--- src/ecr_pin_filter_dummy_placeholder.sv ---
// Intentionally empty companion file
`timescale 1ns/1ps

--- src/ecr_pkg.sv ---
// Shared constants and register layout for the controller reset unit
package ecr_pkg;
    // Clock period in nanoseconds
    localparam int ECR_CLK_NS = 10;
    // Register indices on the device link
    localparam logic [1:0] ECR_IDX_MAIN_CTL = 2'h0;
    localparam logic [1:0] ECR_IDX_PHY_CTL = 2'h1;
    localparam logic [1:0] ECR_IDX_STATUS = 2'h2;
    // Main control field positions
    localparam int ECR_MC_TX_RST = 7;
    localparam int ECR_MC_RX_RST = 6;
    localparam int ECR_MC_TX_REQ = 3;
    localparam int ECR_MC_RX_EN = 2;
    // PHY control field positions
    localparam int ECR_PC_SOFT_RST = 15;
    localparam int ECR_PC_LOOPBACK = 14;
    localparam int ECR_PC_POWER_DOWN = 11;
    localparam int ECR_PC_DUPLEX = 8;
    // Status field positions
    localparam int ECR_ST_CLK_RDY = 0;
    // Reset values
    localparam logic ECR_RST_CTL_BIT = 1'b0;
    localparam logic ECR_RST_PHY_BIT = 1'b0;
    // Timing in nanoseconds (PHY wait in microseconds) and derived cycle counts
    localparam int ECR_MIN_PULSE_NS = 400;
    localparam int ECR_MIN_PULSE_CYC = (ECR_MIN_PULSE_NS + ECR_CLK_NS - 1) / ECR_CLK_NS;
    localparam int ECR_PHY_RST_NS = 1000;
    localparam int ECR_PHY_RST_CYC = ECR_PHY_RST_NS / ECR_CLK_NS;
    localparam int ECR_OST_NS = 1000;
    localparam int ECR_OST_CYC = ECR_OST_NS / ECR_CLK_NS;
    localparam int ECR_SYS_CMD_NS = 80;
    localparam int ECR_SYS_CMD_CYC = ECR_SYS_CMD_NS / ECR_CLK_NS;
    localparam int ECR_PHY_WAIT_US = 50;
    localparam int ECR_PHY_WAIT_CYC = (ECR_PHY_WAIT_US * 1000 + ECR_CLK_NS - 1) / ECR_CLK_NS;
    // Host register byte offsets
    localparam logic [3:0] ECR_H_CMD = 4'h0;
    localparam logic [3:0] ECR_H_STAT = 4'h4;
    localparam logic [3:0] ECR_H_PIN = 4'h8;
    // Host command codes
    localparam logic [1:0] ECR_OP_WRITE = 2'h1;
    localparam logic [1:0] ECR_OP_READ = 2'h2;
    localparam logic [1:0] ECR_OP_SYSRST = 2'h3;
endpackage : ecr_pkg

--- src/ecr_if.sv ---
// Link between host controller end and device end
`timescale 1ns/1ps
interface ecr_if;
    logic req;
    logic we;
    logic [1:0] addr;
    logic [15:0] wdata;
    logic [15:0] rdata;
    logic ack;
    logic sys_cmd;
    logic reset_pin_n;
    modport device (
        input req,
        input we,
        input addr,
        input wdata,
        input sys_cmd,
        input reset_pin_n,
        output rdata,
        output ack
    );
    modport host (
        output req,
        output we,
        output addr,
        output wdata,
        output sys_cmd,
        output reset_pin_n,
        input rdata,
        input ack
    );
endinterface : ecr_if

--- src/ecr_device.sv ---
// Device end: status, main control and PHY control registers
// Contract
// - Power-on loads every register default
// - Held low reset pin keeps system reset
// - Filter ignores pulses up to minimum width
// - Serial reset command performs full reset
// - Reset pin is never driven, input only
// - Host waits fifty microseconds before PHY access
// - System reset defaults registers, keeps buffer
// - Transmit reset aborts and clears transmit request
// - Transmit reset touches transmit logic only
// - System reset includes transmit and receive resets
// - Host clears transmit reset to resume
// - Receive reset clears enable, aborts reception
// - Receive reset touches receive logic only
// - Host clears receive reset to resume
// - PHY reset bit defaults all PHY registers
// - PHY reset self-clears after internal delay
// - Host polls PHY reset before use
// - Loopback returns data, disables twisted pair
// - Power-down bit shuts the PHY down
// - Duplex bit selects mode, defaults from strap
// - Clock ready cleared only by power-on
//
// The address map and the Wishbone slave port were decided locally.
`timescale 1ns/1ps
module ecr_device
    import ecr_pkg::*;
(
    input wire logic ref_clk,
    input wire logic rst,
    ecr_if.device lnk,
    input wire logic second_led_pin,
    input wire logic tx_done,
    input wire logic rx_active,
    output logic tx_logic_rst,
    output logic rx_logic_rst,
    output logic tx_abort,
    output logic rx_abort,
    output logic transmit_request,
    output logic receive_enable,
    output logic phy_in_reset,
    output logic phy_loopback,
    output logic phy_power_down,
    output logic phy_full_duplex,
    output logic tp_enable,
    output logic clock_ready_flag,
    output logic system_reset_active
);
    typedef struct packed {
        logic transmit_logic_reset;
        logic receive_logic_reset;
        logic tx_req;
        logic rx_en;
        logic phy_soft_reset;
        logic loopback;
        logic power_down;
        logic duplex;
        logic [7:0] phy_cnt;
        logic [7:0] ost_cnt;
        logic clk_rdy;
        logic strap_taken;
        logic strap;
        logic [7:0] cmd_cnt;
        logic ack;
        logic [15:0] rdata;
        logic tx_abort;
        logic rx_abort;
        logic tx_lrst;
        logic rx_lrst;
        logic sysr;
        logic tp_en;
    } ecr_dev_s;

    ecr_dev_s st_r;
    ecr_dev_s st_nxt;
    logic pin_low;
    logic sys;

    ecr_pin_filter #(
        .CYC(ECR_MIN_PULSE_CYC)
    ) u_filter (
        .ref_clk(ref_clk),
        .rst(rst),
        .pin_n(lnk.reset_pin_n),
        .held_low(pin_low)
    );

    // Pin or serial command holds system reset
    assign sys = pin_low | (st_r.cmd_cnt != 8'h00);

    // Next-state logic
    always_comb begin
        st_nxt = st_r;
        st_nxt.ack = 1'b0;
        st_nxt.tx_abort = 1'b0;
        st_nxt.rx_abort = 1'b0;
        // Serial command starts a timed system reset
        if (st_r.cmd_cnt != 8'h00) begin
            st_nxt.cmd_cnt = st_r.cmd_cnt - 8'h01;
        end
        if (lnk.sys_cmd) begin
            st_nxt.cmd_cnt = 8'(ECR_SYS_CMD_CYC);
        end
        // Oscillator timer sets clock ready once
        if (!st_r.clk_rdy) begin
            st_nxt.ost_cnt = st_r.ost_cnt + 8'h01;
            if (st_r.ost_cnt == 8'(ECR_OST_CYC - 1)) begin
                st_nxt.clk_rdy = 1'b1;
            end
        end
        // Strap caught in first cycle after release
        if (!st_r.strap_taken) begin
            st_nxt.strap_taken = 1'b1;
            st_nxt.strap = second_led_pin;
            st_nxt.duplex = second_led_pin;
        end
        // Delay then hardware clears PHY reset
        if (st_r.phy_soft_reset) begin
            st_nxt.phy_cnt = st_r.phy_cnt - 8'h01;
            if (st_r.phy_cnt == 8'h01) begin
                st_nxt.phy_soft_reset = 1'b0;
            end
        end
        // Transmission end clears the request
        if (tx_done) begin
            st_nxt.tx_req = 1'b0;
        end
        // Register access, one-cycle acknowledge
        if (lnk.req && !st_r.ack) begin
            st_nxt.ack = 1'b1;
            st_nxt.rdata = 16'h0000;
            unique case (lnk.addr)
                ECR_IDX_MAIN_CTL: begin
                    st_nxt.rdata[ECR_MC_TX_RST] = st_r.transmit_logic_reset;
                    st_nxt.rdata[ECR_MC_RX_RST] = st_r.receive_logic_reset;
                    st_nxt.rdata[ECR_MC_TX_REQ] = st_r.tx_req;
                    st_nxt.rdata[ECR_MC_RX_EN] = st_r.rx_en;
                end
                ECR_IDX_PHY_CTL: begin
                    st_nxt.rdata[ECR_PC_SOFT_RST] = st_r.phy_soft_reset;
                    st_nxt.rdata[ECR_PC_LOOPBACK] = st_r.loopback;
                    st_nxt.rdata[ECR_PC_POWER_DOWN] = st_r.power_down;
                    st_nxt.rdata[ECR_PC_DUPLEX] = st_r.duplex;
                end
                ECR_IDX_STATUS: begin
                    st_nxt.rdata[ECR_ST_CLK_RDY] = st_r.clk_rdy;
                end
                default: begin
                    st_nxt.rdata = 16'h0000;
                end
            endcase
            if (lnk.we && lnk.addr == ECR_IDX_MAIN_CTL) begin
                st_nxt.transmit_logic_reset = lnk.wdata[ECR_MC_TX_RST];
                st_nxt.receive_logic_reset = lnk.wdata[ECR_MC_RX_RST];
                st_nxt.tx_req = lnk.wdata[ECR_MC_TX_REQ];
                st_nxt.rx_en = lnk.wdata[ECR_MC_RX_EN];
                // Transmit reset aborts and drops request
                if (lnk.wdata[ECR_MC_TX_RST]) begin
                    st_nxt.tx_req = 1'b0;
                    st_nxt.tx_abort = st_r.tx_req;
                end
                // Receive reset drops enable, aborts packet
                if (lnk.wdata[ECR_MC_RX_RST]) begin
                    st_nxt.rx_en = 1'b0;
                    st_nxt.rx_abort = rx_active;
                end
            end
            if (lnk.we && lnk.addr == ECR_IDX_PHY_CTL) begin
                st_nxt.loopback = lnk.wdata[ECR_PC_LOOPBACK];
                st_nxt.power_down = lnk.wdata[ECR_PC_POWER_DOWN];
                st_nxt.duplex = lnk.wdata[ECR_PC_DUPLEX];
                if (lnk.wdata[ECR_PC_SOFT_RST]) begin
                    st_nxt.phy_soft_reset = 1'b1;
                    st_nxt.phy_cnt = 8'(ECR_PHY_RST_CYC);
                    st_nxt.loopback = ECR_RST_PHY_BIT;
                    st_nxt.power_down = ECR_RST_PHY_BIT;
                    st_nxt.duplex = st_r.strap;
                end
            end
        end
        // While transmit reset is held no request can start
        if (st_nxt.transmit_logic_reset) begin
            st_nxt.tx_req = 1'b0;
        end
        // While receive reset is held reception stays off
        if (st_nxt.receive_logic_reset) begin
            st_nxt.rx_en = 1'b0;
        end
        // System reset defaults registers, clock ready kept
        if (sys) begin
            st_nxt.tx_abort = st_r.tx_req;
            st_nxt.rx_abort = rx_active;
            st_nxt.transmit_logic_reset = ECR_RST_CTL_BIT;
            st_nxt.receive_logic_reset = ECR_RST_CTL_BIT;
            st_nxt.tx_req = ECR_RST_CTL_BIT;
            st_nxt.rx_en = ECR_RST_CTL_BIT;
            st_nxt.phy_soft_reset = ECR_RST_PHY_BIT;
            st_nxt.phy_cnt = 8'h00;
            st_nxt.loopback = ECR_RST_PHY_BIT;
            st_nxt.power_down = ECR_RST_PHY_BIT;
            st_nxt.duplex = st_r.strap_taken ? st_r.strap : second_led_pin;
        end
        // System reset drives both logic resets
        // Transmit reset reaches transmit logic only
        st_nxt.tx_lrst = st_nxt.transmit_logic_reset | sys;
        // Receive reset reaches receive logic only
        st_nxt.rx_lrst = st_nxt.receive_logic_reset | sys;
        st_nxt.sysr = sys;
        // Loopback or power-down disables twisted pair
        st_nxt.tp_en = !(st_nxt.loopback | st_nxt.power_down | st_nxt.phy_soft_reset);
    end

    // Power-on clears all state to defaults
    always_ff @(posedge ref_clk or posedge rst) begin
        if (rst) begin
            st_r <= '0;
        end else begin
            st_r <= st_nxt;
        end
    end

    // Outputs straight from the state register
    assign lnk.ack = st_r.ack;
    assign lnk.rdata = st_r.rdata;
    assign tx_logic_rst = st_r.tx_lrst;
    assign rx_logic_rst = st_r.rx_lrst;
    assign tx_abort = st_r.tx_abort;
    assign rx_abort = st_r.rx_abort;
    assign transmit_request = st_r.tx_req;
    assign receive_enable = st_r.rx_en;
    assign phy_in_reset = st_r.phy_soft_reset;
    assign phy_loopback = st_r.loopback;
    assign phy_power_down = st_r.power_down;
    assign phy_full_duplex = st_r.duplex;
    assign tp_enable = st_r.tp_en;
    assign clock_ready_flag = st_r.clk_rdy;
    assign system_reset_active = st_r.sysr;
endmodule : ecr_device

--- src/ecr_pin_filter.sv ---
// Glitch filter for the active-low external reset pin
`timescale 1ns/1ps
module ecr_pin_filter #(
    parameter int CYC = 4
) (
    input wire logic ref_clk,
    input wire logic rst,
    input wire logic pin_n,
    output logic held_low
);
    typedef struct packed {
        logic [7:0] cnt;
        logic low;
    } ecr_flt_s;
    ecr_flt_s r_r;
    ecr_flt_s r_nxt;

    // Count low cycles; assert only after they exceed the pulse width
    always_comb begin
        r_nxt = r_r;
        if (pin_n) begin
            r_nxt.cnt = 8'h00;
            r_nxt.low = 1'b0;
        end else if (r_r.cnt >= 8'(CYC)) begin
            r_nxt.low = 1'b1;
        end else begin
            r_nxt.cnt = r_r.cnt + 8'h01;
        end
    end

    // State register
    always_ff @(posedge ref_clk or posedge rst) begin
        if (rst) begin
            r_r <= '0;
        end else begin
            r_r <= r_nxt;
        end
    end

    assign held_low = r_r.low;
endmodule : ecr_pin_filter

--- src/flat_wrapper.sv ---
// flat-port wrapper written by rule: the top's interface ports become plain ports
module ecr_device_flat import ecr_pkg::*;
  (ref_clk, rst, second_led_pin, tx_done, rx_active, tx_logic_rst, rx_logic_rst, tx_abort, rx_abort, transmit_request, receive_enable, phy_in_reset, phy_loopback, phy_power_down, phy_full_duplex, tp_enable, clock_ready_flag, system_reset_active, lnk_req, lnk_we, lnk_addr, lnk_wdata, lnk_sys_cmd, lnk_reset_pin_n, lnk_rdata, lnk_ack);
  ecr_if lnk_i ();
  input wire logic ref_clk;
  input wire logic rst;
  input wire logic second_led_pin;
  input wire logic tx_done;
  input wire logic rx_active;
  output logic tx_logic_rst;
  output logic rx_logic_rst;
  output logic tx_abort;
  output logic rx_abort;
  output logic transmit_request;
  output logic receive_enable;
  output logic phy_in_reset;
  output logic phy_loopback;
  output logic phy_power_down;
  output logic phy_full_duplex;
  output logic tp_enable;
  output logic clock_ready_flag;
  output logic system_reset_active;
  input wire logic [$bits(lnk_i.req)-1:0] lnk_req;
  input wire logic [$bits(lnk_i.we)-1:0] lnk_we;
  input wire logic [$bits(lnk_i.addr)-1:0] lnk_addr;
  input wire logic [$bits(lnk_i.wdata)-1:0] lnk_wdata;
  input wire logic [$bits(lnk_i.sys_cmd)-1:0] lnk_sys_cmd;
  input wire logic [$bits(lnk_i.reset_pin_n)-1:0] lnk_reset_pin_n;
  output wire logic [$bits(lnk_i.rdata)-1:0] lnk_rdata;
  output wire logic [$bits(lnk_i.ack)-1:0] lnk_ack;
  assign lnk_i.req = lnk_req;
  assign lnk_i.we = lnk_we;
  assign lnk_i.addr = lnk_addr;
  assign lnk_i.wdata = lnk_wdata;
  assign lnk_i.sys_cmd = lnk_sys_cmd;
  assign lnk_i.reset_pin_n = lnk_reset_pin_n;
  assign lnk_rdata = lnk_i.rdata;
  assign lnk_ack = lnk_i.ack;
  ecr_device u_core (.ref_clk(ref_clk), .rst(rst), .lnk(lnk_i), .second_led_pin(second_led_pin), .tx_done(tx_done), .rx_active(rx_active), .tx_logic_rst(tx_logic_rst), .rx_logic_rst(rx_logic_rst), .tx_abort(tx_abort), .rx_abort(rx_abort), .transmit_request(transmit_request), .receive_enable(receive_enable), .phy_in_reset(phy_in_reset), .phy_loopback(phy_loopback), .phy_power_down(phy_power_down), .phy_full_duplex(phy_full_duplex), .tp_enable(tp_enable), .clock_ready_flag(clock_ready_flag), .system_reset_active(system_reset_active));
endmodule
--- config.mk ---
export PLATFORM = sky130hd
export DESIGN_NAME = ecr_device_flat
export DESIGN_NICKNAME = d
export VERILOG_FILES = /design/src/ecr_pin_filter_dummy_placeholder.sv /design/src/ecr_pkg.sv /design/src/ecr_if.sv /design/src/ecr_device.sv /design/src/ecr_pin_filter.sv /design/src/flat_wrapper.sv
export SDC_FILE = /design/constraint.sdc
export NUM_CORES = 1
export LEC_CHECK = 0
export BUFFER_PORTS_ARGS = -buffer_cell sky130_fd_sc_hd__buf_2
export CORE_ASPECT_RATIO = 0.8
export CORE_MARGIN = 5
export CORE_UTILIZATION = 58
export DETAILED_ROUTE_END_ITERATION = 8
export GPL_ROUTABILITY_DRIVEN = 0
export GPL_TIMING_DRIVEN = 1
export PLACE_DENSITY = 0.84
export SYNTH_ARGS = -nofsm -noshare
export SYNTH_HDL_FRONTEND = slang
export SYNTH_SLANG_ARGS = --single-unit
--- constraint.sdc ---
create_clock -name ref_clk -period 3.4 [get_ports ref_clk]
set_input_delay 0.34 -clock ref_clk [delete_from_list [all_inputs] [get_ports ref_clk]]
set_output_delay 0.34 -clock ref_clk [all_outputs]
set_load 0.005 [all_outputs]
==> impl_metrics.yaml <==
place:
  io_buffers: 41
  dpl.hpwl_um: 3680
  dpl_cell_area_sq_mm: 0.00295
grt:
  overflow: 0
  grt_usage_pct: 18.2
  grt_pass1_wl_um: 8850
  grt_max_degree: 45
  antenna_found_initial: 0
  grt_pass1_vias: 1932
cells_and_area:
  fin_area_sq_mm: 0.00312
  final_common_cell: "dfrtp_1"
  regMostFlops: "u_core.st_r"
  multiInputGateArea_sq_mm: 0.00112
  layout.cells.most_common_list: "60 x dfrtp_1, 41 x buf_2, 27 x nor2_1"
  largest_reg_flops: 28
  nets: 330
  area_delta_synth_final_pct: 12.1
  fillers: 341
  drive_gt1_share_pct: 21.9
  diodes: 0
  seqCellArea_sq_mm: 0.00150
  final_util_pct: 67.5
sta:
  skew_ns: 0.0130
  setup_viol: 0
  fin_crit_ns: 2.18
  finalHoldViolCount: 0
  fin_tns_setup_ns: 0
  maxSlewViolCount: 0
  tightest_slew_ns: 0.896
  clock.fmax_mhz: 458
  rsz0062_at_grt: "no"
  period_share_pct: 64.2
  max_slew_margin_pct: 40.1
clock_tree:
  worstSkewPairLatency_ns: 0.34
  clkTransAtPathRegs_ns: 0.07
  cts_max_level: 3
  clockRootBuffer: "clkbuf_8"
  cts_tree: "yes"
  ctsResizeCount: 0
  cts.sinks: 60
  cts_setup_buffers: 0
  clock_path_buffers: 2
  numCtsBuffers: 9
  holdBufCountCts: 0
drt:
  first_pass_iters: 4
  drt.antenna.violating_nets: 0
  drt_iter0_markers: 124
  drc: 0
  viasPerCell: 5.45
  num_vias: 1968
  wire_per_inst_um: 14.4
  routed_wl_um: 5200
die:
  start_util_pct: 60.2
  die_w_um: 87.5
  core_area_sq_mm: 0.00462
  fp-row-count: 22
  die_y_um: 72.0
  io_pins: 57
  die_area_sq_mm: 0.00630
min_path:
  worstHoldPathType: "input port to async pin"
pwr:
  ir_drop_mv: 0.359
  p_per_area_mw_per_mm2: 528
  total_power_uw: 1650
  leakage_uw: 0.00145
setup_path:
  path_class: "flop to flop"
  crit_arrival_ns: 2.42
  critPathLaunchType: "flop"
  cp.required_ns: 3.64
  end_kind: "flop"
  crit_path_max_fanout: 9
yosys:
  ys_ff_latch: 60
  syn-cell-area_sq_mm: 0.00279
  synthCells: 259
  yosysSeqAreaShare_pct: 53.9
  synthArstFlopShare_pct: 100
  yosys.cell_types.count: 45
  synth-edff-count: 0
  synth_warnings: 0
  synth_flop_cell: "dfrtp_1"
  synth.avg_cell_area_sq_um: 10.8
flow_run:
  maxCapViolCount: 0
status:
  outcome: "complete, no violations"
## layer usage
metal	share of wire [%]	GRT usage (%)	vias up	wire, um
met5	0	0	-	0
met1	43	22.3	955	2260
met4	2.0	6.30	0	106
li1	-	-	932	-
met2	47	29.1	70	2450
met3	7.5	7.60	11	390
## worst paths after layout
path	from	to	slack, ns	cells past startpoint
setup / recovery	u_core.st_r[27]	u_core.st_r[43]	1.22	4
max in group asynchronous	rst	u_core.u_filter.r_r[4]	2.45	3
hold / removal	rst	u_core.st_r[44]	0.19	2
min in group ref_clk	rx_active	u_core.rx_abort	0.25	2
hold reg to reg	u_core.st_r[41]	u_core.st_r[41]	0.46	1
setup reg to reg	u_core.st_r[27]	u_core.st_r[43]	1.22	4
## logic make-up after synthesis
kind of cell               Yosys count  synth area share (%)
buffers and inverters               33                  6.65
AOI/OAI and AO/OA                   37                  8.99
and+or+nand+nor                     92                  17.8
muxes                                7                  2.61
adders and majority gates            7                  3.14
DFF                                 60                  53.9
other                                2                 0.270
xor gates and xnor gates            21                  6.60
## final cells by class
class                           instances  share of cell area, %
Clock buffer                           12                   4.65
Clock inverter                          4                  0.802
Inverter                               11                   1.32
Multi-Input combinational cell        172                   35.9
Sequential cell                        60                   48.1
Tap cell                               60                   2.40
Timing Repair Buffer                   42                   6.81
## worst max-delay path, stage by stage, from the launching register on
cell and delay (ns):
dfrtp_1 0.41, or4_1 0.69, nor4_4 0.60, nand2_4 0.16
a211oi_2 0.24
## report_power, final
part	switching, uW	internal, uW
logic	171	109
registers	49.5	768
clock network	271	282
## stage by stage
stage	hold WS, ns	std cells	setup WS (ns)
final	0.193	361	1.22
after global routing	0.246	361	1.08
after CTS	0.212	361	1.20
after detailed placement	0.454	345	1.24
after global placement	0.452	345	1.26
after floorplan	0.434	265	1.53
## cells in the mapped netlist, types with 3 or more instances
| cell | number | area share [%] |
|---|---|---|
| dfrtp_1 | 60 | 54 |
| nor2_1 | 27 | 3.6 |
| nand2_1 | 17 | 2.3 |
| buf_4 | 16 | 4.3 |
| a21oi_1 | 14 | 2.5 |
| nand3_1 | 11 | 2.0 |
| xnor2_1 | 11 | 3.5 |
| inv_1 | 10 | 1.3 |
| xor2_1 | 10 | 3.1 |
| a22o_1 | 8 | 2.5 |
| ha_1 | 7 | 3.1 |
| nor2b_1 | 6 | 1.3 |
| mux2i_1 | 5 | 1.8 |
| clkbuf_1 | 4 | 0.54 |
| nand2b_1 | 4 | 0.90 |
| nor3_1 | 4 | 0.72 |
| o31ai_1 | 4 | 1.1 |
| or4_1 | 4 | 1.1 |
| nand3b_1 | 3 | 0.81 |
| o21ai_0 | 3 | 0.54 |
No activity file was read; power rests on OpenSTA's default activity.
